<file path="config.mk">
export PLATFORM = sky130hd
export DESIGN_NAME = eipc_top
export DESIGN_NICKNAME = d
export VERILOG_FILES = /design/src/inc/eipc_pkg.sv /design/src/verilog/eipc_top.sv /design/src/verilog/eipc_filter.sv
export SDC_FILE = /design/constraint.sdc
export NUM_CORES = 1
export LEC_CHECK = 0
export BUFFER_PORTS_ARGS = -buffer_cell sky130_fd_sc_hd__buf_2
export CAP_MARGIN = 25
export CORE_MARGIN = 3
export CORE_UTILIZATION = 35
export CTS_CLUSTER_SIZE = 24
export DETAILED_ROUTE_END_ITERATION = 8
export HOLD_SLACK_MARGIN = 0.03
export PLACE_DENSITY_LB_ADDON = 0.25
export SETUP_SLACK_MARGIN = 0.3
export SYNTH_ARGS = -nofsm -noshare
export SYNTH_HDL_FRONTEND = slang
export SYNTH_SLANG_ARGS = --single-unit
</file>
<file path="constraint.sdc">
create_clock -name clk -period 4.16 [get_ports clk]
set_input_delay 0.832 -clock clk [delete_from_list [all_inputs] [get_ports clk]]
set_output_delay 0.832 -clock clk [all_outputs]
set_load 0.03 [all_outputs]
</file>
<file path="src/inc/eipc_pkg.sv">
// constants shared by the edge interrupt and pulse catch block
package eipc_pkg;
  // ==========================================================
  // geometry
  localparam int NUM_INPUTS = 6;
  // ==========================================================
  // timing at 250 MHz
  localparam int CLK_MHZ       = 250;
  localparam int FAST_MIN_US   = 10;  // inputs 0, 1, 3, 4
  localparam int SLOW_MIN_US   = 50;  // inputs 2, 5
  // filter lengths: must sit below the least legal level time (rounded down)
  localparam int FAST_CYCLES   = FAST_MIN_US * CLK_MHZ / 2;
  localparam int SLOW_CYCLES   = SLOW_MIN_US * CLK_MHZ / 2;
  localparam int CNT_W         = 14;
  // inputs whose least level time is the long one
  localparam logic [5:0] SLOW_MASK = 6'h24;
  // ==========================================================
  // values after reset
  localparam logic [5:0]  RST_FLAGS  = 6'h00;
  localparam logic [3:0]  RST_VECTOR = 4'h0;
  localparam logic [CNT_W-1:0] RST_CNT = 14'h0000;
endpackage

</file>
<file path="src/verilog/eipc_top.sv">
// edge interrupt and pulse catch unit for six fast discrete inputs
// What this block does
// - six fast inputs can each request interrupts
// - per-input disable flag suppresses its interrupts
// - edges of legal-length levels are detected
// - pulse catch on the same six inputs
// - one catch flag per input, input order
// - every legal-length on pulse is caught
`timescale 1ns/1ns
module eipc_top (
  // clock and reset
  input  wire logic       clk,
  input  wire logic       reset_n,
  // field inputs
  input  wire logic [5:0] fast_input,
  // program controls
  input  wire logic [5:0] edge_irq_mask,
  input  wire logic [5:0] irq_enable,
  input  wire logic [5:0] catch_enable,
  input  wire logic [5:0] caught_pulse_clear,
  input  wire logic       irq_ack,
  // program view
  output logic [5:0]      caught_pulse_flag,
  output logic [5:0]      input_level,
  output logic            irq_req,
  output logic [3:0]      input_edge_vector,
  output logic [5:0]      irq_pending_rise,
  output logic [5:0]      irq_pending_fall
);
  // ==========================================================
  // reset release through two flip-flops
  logic rst_meta_reg;
  logic rst_n_reg;

  always_ff @(posedge clk or negedge reset_n) begin
    if (!reset_n) begin
      rst_meta_reg <= 1'b0;
      rst_n_reg    <= 1'b0;
    end else begin
      rst_meta_reg <= 1'b1;
      rst_n_reg    <= rst_meta_reg;
    end
  end

  // ==========================================================
  // input qualifiers, one per input
  logic [5:0] lvl;   // accepted levels
  logic [5:0] rise;  // accepted rising edges
  logic [5:0] fall;  // accepted falling edges

  genvar gi;
  generate
    for (gi = 0; gi < eipc_pkg::NUM_INPUTS; gi++) begin : g_flt
      // slow inputs get the longer window
      eipc_filter #(
        .WINDOW(eipc_pkg::SLOW_MASK[gi] ? 14'(eipc_pkg::SLOW_CYCLES)
                                        : 14'(eipc_pkg::FAST_CYCLES))
      ) u_flt (
        .clk       (clk),
        .rst_n     (rst_n_reg),
        .level_in  (fast_input[gi]),
        .level_out (lvl[gi]),
        .rise_pulse(rise[gi]),
        .fall_pulse(fall[gi])
      );
    end
  endgenerate

  // ==========================================================
  // vector code: input number high, edge in the low bit
  function automatic logic [3:0] vec_code(input logic [2:0] num, input logic edge_up);
    vec_code = {num, edge_up};
  endfunction

  // lowest pending request wins; none leaves the code unchanged
  function automatic logic [3:0] pick(input logic [5:0] pr, input logic [5:0] pf,
                                      input logic [3:0] keep);
    pick = keep;
    for (int k = 5; k >= 0; k--) begin
      if (pf[k]) pick = vec_code(3'(k), 1'b0);
      if (pr[k]) pick = vec_code(3'(k), 1'b1);
    end
  endfunction

  // ==========================================================
  // block state
  typedef struct packed {
    logic [5:0] caught;  // pulse catch flags
    logic [5:0] lvl;     // accepted levels shown to program
    logic [5:0] pr;      // pending rising requests
    logic [5:0] pf;      // pending falling requests
    logic       req;     // interrupt request
    logic [3:0] vec;     // vector of the served request
  } eipc_st_type;

  eipc_st_type st_reg;
  eipc_st_type st_next;

  // next state
  always_comb begin
    logic [5:0] armed;
    logic [5:0] pr_n;
    logic [5:0] pf_n;
    armed = irq_enable & ~edge_irq_mask;
    // acknowledge retires the served request
    pr_n  = st_reg.pr;
    pf_n  = st_reg.pf;
    if (irq_ack && st_reg.req) begin
      if (st_reg.vec[0]) pr_n[st_reg.vec[3:1]] = 1'b0;
      else               pf_n[st_reg.vec[3:1]] = 1'b0;
    end
    // new edges win over the acknowledge; masked inputs drop theirs
    pr_n = (pr_n | (rise & armed)) & armed;
    pf_n = (pf_n | (fall & armed)) & armed;
    st_next     = st_reg;
    st_next.pr  = pr_n;
    st_next.pf  = pf_n;
    st_next.req = |{pr_n, pf_n};
    st_next.vec = pick(pr_n, pf_n, st_reg.vec);
    st_next.lvl = lvl;
    // catch set beats clear; flag holds after the input drops
    st_next.caught = (st_reg.caught & ~caught_pulse_clear)
                   | (rise & catch_enable);
  end

  // registers
  always_ff @(posedge clk or negedge rst_n_reg) begin
    if (!rst_n_reg) begin
      st_reg <= '0;
    end else begin
      st_reg <= st_next;
    end
  end

  // every output straight from the state register
  assign caught_pulse_flag = st_reg.caught;
  assign input_level       = st_reg.lvl;
  assign irq_req           = st_reg.req;
  assign input_edge_vector = st_reg.vec;
  assign irq_pending_rise  = st_reg.pr;
  assign irq_pending_fall  = st_reg.pf;
endmodule

</file>
<file path="src/verilog/eipc_filter.sv">
// one input qualifier: a level must hold a full window before it is accepted
`timescale 1ns/1ns
module eipc_filter #(
  parameter logic [13:0] WINDOW = 14'h04E2
) (
  // clock and reset
  input  wire logic clk,
  input  wire logic rst_n,
  // raw level and qualified result
  input  wire logic level_in,
  output logic      level_out,
  output logic      rise_pulse,
  output logic      fall_pulse
);
  // ==========================================================
  // state
  typedef struct packed {
    logic [eipc_pkg::CNT_W-1:0] cnt;  // cycles the raw level differs
    logic                       lvl;  // accepted level
    logic                       rise; // one-cycle edge pulses
    logic                       fall;
  } eipc_flt_type;

  eipc_flt_type st_reg;
  eipc_flt_type st_next;

  // next state: count disagreement, flip once the window is full
  always_comb begin
    st_next      = st_reg;
    st_next.rise = 1'b0;
    st_next.fall = 1'b0;
    if (level_in == st_reg.lvl) begin
      // glitch shorter than the window is dropped
      st_next.cnt = eipc_pkg::RST_CNT;
    end else if (st_reg.cnt == WINDOW - 14'h0001) begin
      st_next.cnt  = eipc_pkg::RST_CNT;
      st_next.lvl  = level_in;
      st_next.rise = level_in;
      st_next.fall = ~level_in;
    end else begin
      st_next.cnt = st_reg.cnt + 14'h0001;
    end
  end

  // registers
  always_ff @(posedge clk or negedge rst_n) begin
    if (!rst_n) begin
      st_reg <= '0;
    end else begin
      st_reg <= st_next;
    end
  end

  assign level_out  = st_reg.lvl;
  assign rise_pulse = st_reg.rise;
  assign fall_pulse = st_reg.fall;
endmodule

</file>
## Word level (Yosys, flattened, before mapping)

Cells that the tools add are included.

- Word-level logic and storage cells: 131
- Bits in registers: 133

- Bitwise gates (word level): 27
- Equal/unequal tests: 12
- $add $sub $neg: 6
- Muxes and demuxes: 42
- Reductions and logical operators: 10
- Magnitude comparators: 2

Operators with widths:

| kind | number |
|---|---|
| $mux 14 | 12 |
| $add 14x1->14 const B | 6 |
| $eq 14x11->1 const B | 4 |
| $and 6x6->6 | 9 |
| $mux 4 | 12 |
| $eq 14x13->1 const B | 2 |
| $mux 2 | 12 |
| $mux 6 | 4 |
| $not 6->6 | 3 |
| $or 6x6->6 | 3 |
| $not 1->1 | 12 |
| $reduce_and 2->1 | 6 |
| $reduce_bool 12->1 | 1 |
| $reduce_or 12->1 | 1 |
| $eq 1x1->1 | 6 |
| $lt 3x4->1 const B | 1 |
| $demux 1 s3 | 1 |
| $ge 3x1->1 const B | 1 |
| $logic_and 1x1->1 | 2 |
| $mux 1 | 1 |

## Logic depth before layout (Yosys ltp)

- Depth in word-level cells: 22
- Gate-level depth with buffers: 8
- Gate-level depth less buffers: 7

## Cells and area by module

A second synthesis with hierarchy kept.

- Cells, all modules: 582
- Area total of the unflattened synthesis: 6,438.7 um^2

Modules (own cells, without submodules):

| module | cells each | sequential area each (um^2) | instances | area an instance (um^2) |
|---|---|---|---|---|
| eipc_filter at g_flt[0].u_flt ... | 77 | 425.4 | 4 | 850.8 |
| eipc_filter at g_flt[2].u_flt ... | 77 | 425.4 | 2 | 800.8 |
| eipc_top | 120 | 775.7 | 1 | 1,433.9 |

## Least setup slack after synthesis

OpenSTA, ideal clock, no wires.

- Path kind: input -> register
- Start: input irq_ack
- End: register st_reg, in the netlist input_edge_vector[1]
- Arrival time: 2.023 ns
- Setup time: 0.132 ns
- Setup slack: 2.005 ns
- Path buffers: 0
- Stages on the path: 6
- Path through: nand4_1 -> o311a_4 -> nor4_2 -> nand3_2 -> o311ai_1 -> o21ai_1

RTL lines:

| element | line | text |
|---|---|---|
| start, declared | eipc_top.sv:21 | `input wire logic irq_ack,` |
| end signal, assigned | eipc_top.sv:131 | `st_reg <= st_next;` |
| end, declared | eipc_top.sv:96 | `eipc_st_type st_reg;` |

## Final worst setup path

- Start: register st_reg, in the netlist input_edge_vector[3]
- End: output input_edge_vector[3]

RTL lines:

| element | line | text |
|---|---|---|
| end, declared | eipc_top.sv:26 | `output logic [3:0] input_edge_vector,` |

No word-level cell between the ends.

==> results.txt <==
The run finished with clean final reports. In the routed design, unresolved DRC markers number 0. After clock tree synthesis, the flow added hold-fix buffers numbering 0. The post-CTS clock slew at the launch and capture registers of the worst setup and hold paths came out at ~0.06 ns. On the critical path the largest part of the delay comes from flip-flops. In this run the worst hold path is classified as input port to asynchronous set/reset pin.

The first detailed-routing pass ran for 4 iterations. The max-slew violation count is 0. The post-synthesis to final-layout area growth is 18.9%. The transition time at the pin with the least slew margin came out at slightly above 0.6 ns. The clock insertion delay at the later pin of the skew report is roughly 0.4 ns. The total inserted antenna cells is 0.

The smallest clock period supported by the final layout is computed as roughly 2.2 ns. The number of buffer and inverter stages on the critical path is 1. The nature of the critical path startpoint is a register. The count of cells resized by post-cts repair came out at 0. Among all stages on the critical path, the largest delay is contributed by dfrtp_1. After floorplanning, the core was divided into between 40 and 50 placement rows. The utilization of the core after routing is between 40% and 50%. The average footprint of a synthesized cell came out at between 10 and 15 µm². The sort of element at the end of the critical path is an output port.

The top cell types in the final layout, fill and taps aside, are 132 x dfrtp_1, 120 x nor2_1, 61 x buf_2. Setup repair after global routing left no endpoint under its margin. The last weighted congestion value of the routability-driven placer is roughly 0.86. During synthesis, Yosys emitted a total of 0 warnings.

The H-tree was split into 4 levels. The hold violation count in the final report is 0. The routed length per placed instance is ~14 µm. The HPWL after detailed placement is roughly 8400 µm. The critical path is of the register to output port type. The number of global-route vias before repair came out at between 4000 and 5000.

The detailed-route wire length is about 12000 µm. The register with the most flip-flops in the layout has 84 of them. The portion of the post-synthesis area used by sequential elements came out at between 50% and 60%. The floorplan die width is approximately 140 µm. In this run the tightest slew margin relative to its limit is between 50% and 60%. Leaving out fill and tap cells, the most frequent cell in the layout is dfrtp_1.

The remaining antenna violation count after routing is 0. The effective utilization at floorplan came out at between 30% and 40%. The number of port buffers is 61.

The worst stage delay on the critical path came out at roughly 0.69 ns. Of all flip-flops after synthesis, the portion carrying an async set or reset was between 90% and 100%. The post-CTS setup buffer count is 0. The data arrival time at the worst-slack endpoint came out at 1.41 ns.

The clock skew came out at about 0.0084 ns. Synthesis instantiated 48 different standard cells from the library. The placed instance area came out at 6650 µm². The chip height came out at between 100 and 150 µm.

The global routing usage summed across all routing layers is 13.6%. dfrtp_1 takes more of the synthesized area than any other cell. The clock passes through at most 2 buffers. Counting the fill cells in the layout gives 1630.

Of the available clock period, the critical path in the final layout requires around 54%. The number of flops mapped to enable cells by yosys is 0. The number of antenna violations at the first check in global routing came out at 0. The power density relative to cell area is 428 nW/µm². TritonCTS built the clock tree. The first-iteration detailed-routing DRC count is 249. The register bit count reported by yosys came out at about 130. The fraction of post-synthesis cell area in the top cell type by area is 54.7%. The worst vdd rail ir drop came out at between 0.0002 and 0.0003 V. The cell count after synthesis came out at ~580.

In this run the number of cells on the critical path is 1. The number of cells on the worst reg-to-reg path is 6. For the worst setup path, the data required time is around 3.3 ns. The maximum operating frequency is approximately 450 MHz.

between 60 and 70 I/O pins were placed. The overall via count from detail_route is about 4200. In the final layout, the share of cells above drive strength 1 is roughly 17%.

The count of max-cap constraint violations is 0. The synthesized cell area is slightly above 6000 µm². After synthesis, the cell types taking the most area are dfrtp_1 55%, nor2_1 7.4%, xor2_1 6.3%. Of all nets on the critical path, the largest fanout is 13.

After the last flow step, the layout net total stands at around 690. Counting every net in the synthesized netlist gives 620. The area of the core is around 17000 µm².

Traced cell by cell, the critical path runs through buf_2. The dominant register cell in the synthesized netlist is dfrtp_1. The final instance area came out at about 7200 µm². The total clock buffers created by CTS came out at 17. The overall die area came out at 19000 µm². After detailed routing, the number of vias per cell comes to about 4.8. The analysis attributes to cell leakage a power of 3.28 nW.

For this run the aggregate overflow at the end of global routing stands at 0. Setup violations remaining at the end of the flow were counted as 0. Entering global routing, the biggest net connects 109 pins. The first-pass GRT wire length is between 20000 and 25000 µm. The number of clock sinks seen by CTS is between 100 and 150. The summed negative setup slack over all endpoints is 0 ns.

The cell sitting at the root of the clock tree is a clkbuf_16.
worst reg2reg max path: cells and delay by family, from the launching register on:
family | cells | cell delay [ns]
simple gates | 3 | 1.01
flops | 1 | 0.69
compound gates | 3 | 0.37
cells by family after synthesis:
logic type | synth area share, %
AO/OA/AOI/OAI | 4.51
XOR/XNOR | 10.9
adder cells (fa/ha/maj) | 2.47
buffers and inverters | 2.16
flip-flops | 54.7
multiplexers | 1.11
other | 0.0617
AND/OR/NAND/NOR | 24.0
routing by layer:
metal / track usage (%) / vias up / share of wire (%) / wire length, µm
li1: - / 2085 / - / -
met1: 17.6 / 2020 / 46 / 5490
met2: 21.8 / 80 / 47 / 5620
met3: 3.29 / 17 / 4.8 / 574
met4: 5.76 / 0 / 2.3 / 271
met5: 0 / - / 0 / 0
area by class of cell:
| type | count | area, µm² | area share [%] |
|---|---|---|---|
| clock buffers | 25 | 495 | 6.85 |
| clock inverters | 7 | 93.8 | 1.30 |
| inverters | 24 | 90.1 | 1.25 |
| multi-input cells | 410 | 2620 | 36.3 |
| flip-flops and latches | 133 | 3330 | 46.1 |
| well taps | 220 | 275 | 3.80 |
| repair buffers | 62 | 325 | 4.50 |
metrics by stage:
stage | hold WS, ns | total power [mW] | setup WS [ns] | instances
2_1_floorplan | 0.331 | 1.57 | 1.95 | 575
3_5_place_dp | 0.242 | 1.65 | 1.68 | 849
5_1_grt | 0.169 | 3.23 | 1.76 | 881
4_1_cts | 0.168 | 3.14 | 1.88 | 881
6_report | 0.186 | 3.10 | 1.92 | 881
3_3_place_gp | 0.239 | 1.64 | 1.72 | 849
power breakdown:
part | switching, mW | internal [mW] | leakage, nW | total, mW
Sequential | 0.0691 | 1.34 | 1.80 | 1.41
Combinational | 0.130 | 0.0850 | 1.19 | 0.215
Clock | 0.528 | 0.945 | 0.284 | 1.47
Yosys cell counts, types with 6 or more instances:
cell type and number:
nor2_1 120, xor2_1 44, ha_1 12, xnor2_1 32, dfrtp_1 133, mux2_2 6
and3_1 15, o21ai_0 8, nor3b_1 20, nand3_1 22, inv_1 24, clkbuf_1 6
nand2_1 42, nand4_1 16, nor4_1 7, a211oi_1 6
path summary, 6_finish.rpt:
kind	startpoint	endpoint	slack (ns)
setup / recovery	input_edge_vector[3]$_DFFE_PN0P_	input_edge_vector[3]	1.92
hold / removal	reset_n	rst_n_reg$_DFF_PN0_	0.19
setup reg to reg	input_edge_vector[3]$_DFFE_PN0P_	input_edge_vector[1]$_DFFE_PN0P_	1.98
hold reg to reg	rst_n_reg$_DFF_PN0_	g_flt[1].u_flt.level_out$_DFFE_PN0P_	0.23
max in group asynchronous	rst_n_reg$_DFF_PN0_	g_flt[5].u_flt.st_reg[12]$_DFF_PN0_	3.03
min in group clk	rst_meta_reg$_DFF_PN0_	rst_n_reg$_DFF_PN0_	0.36
(Power assumes the default switching activity.)
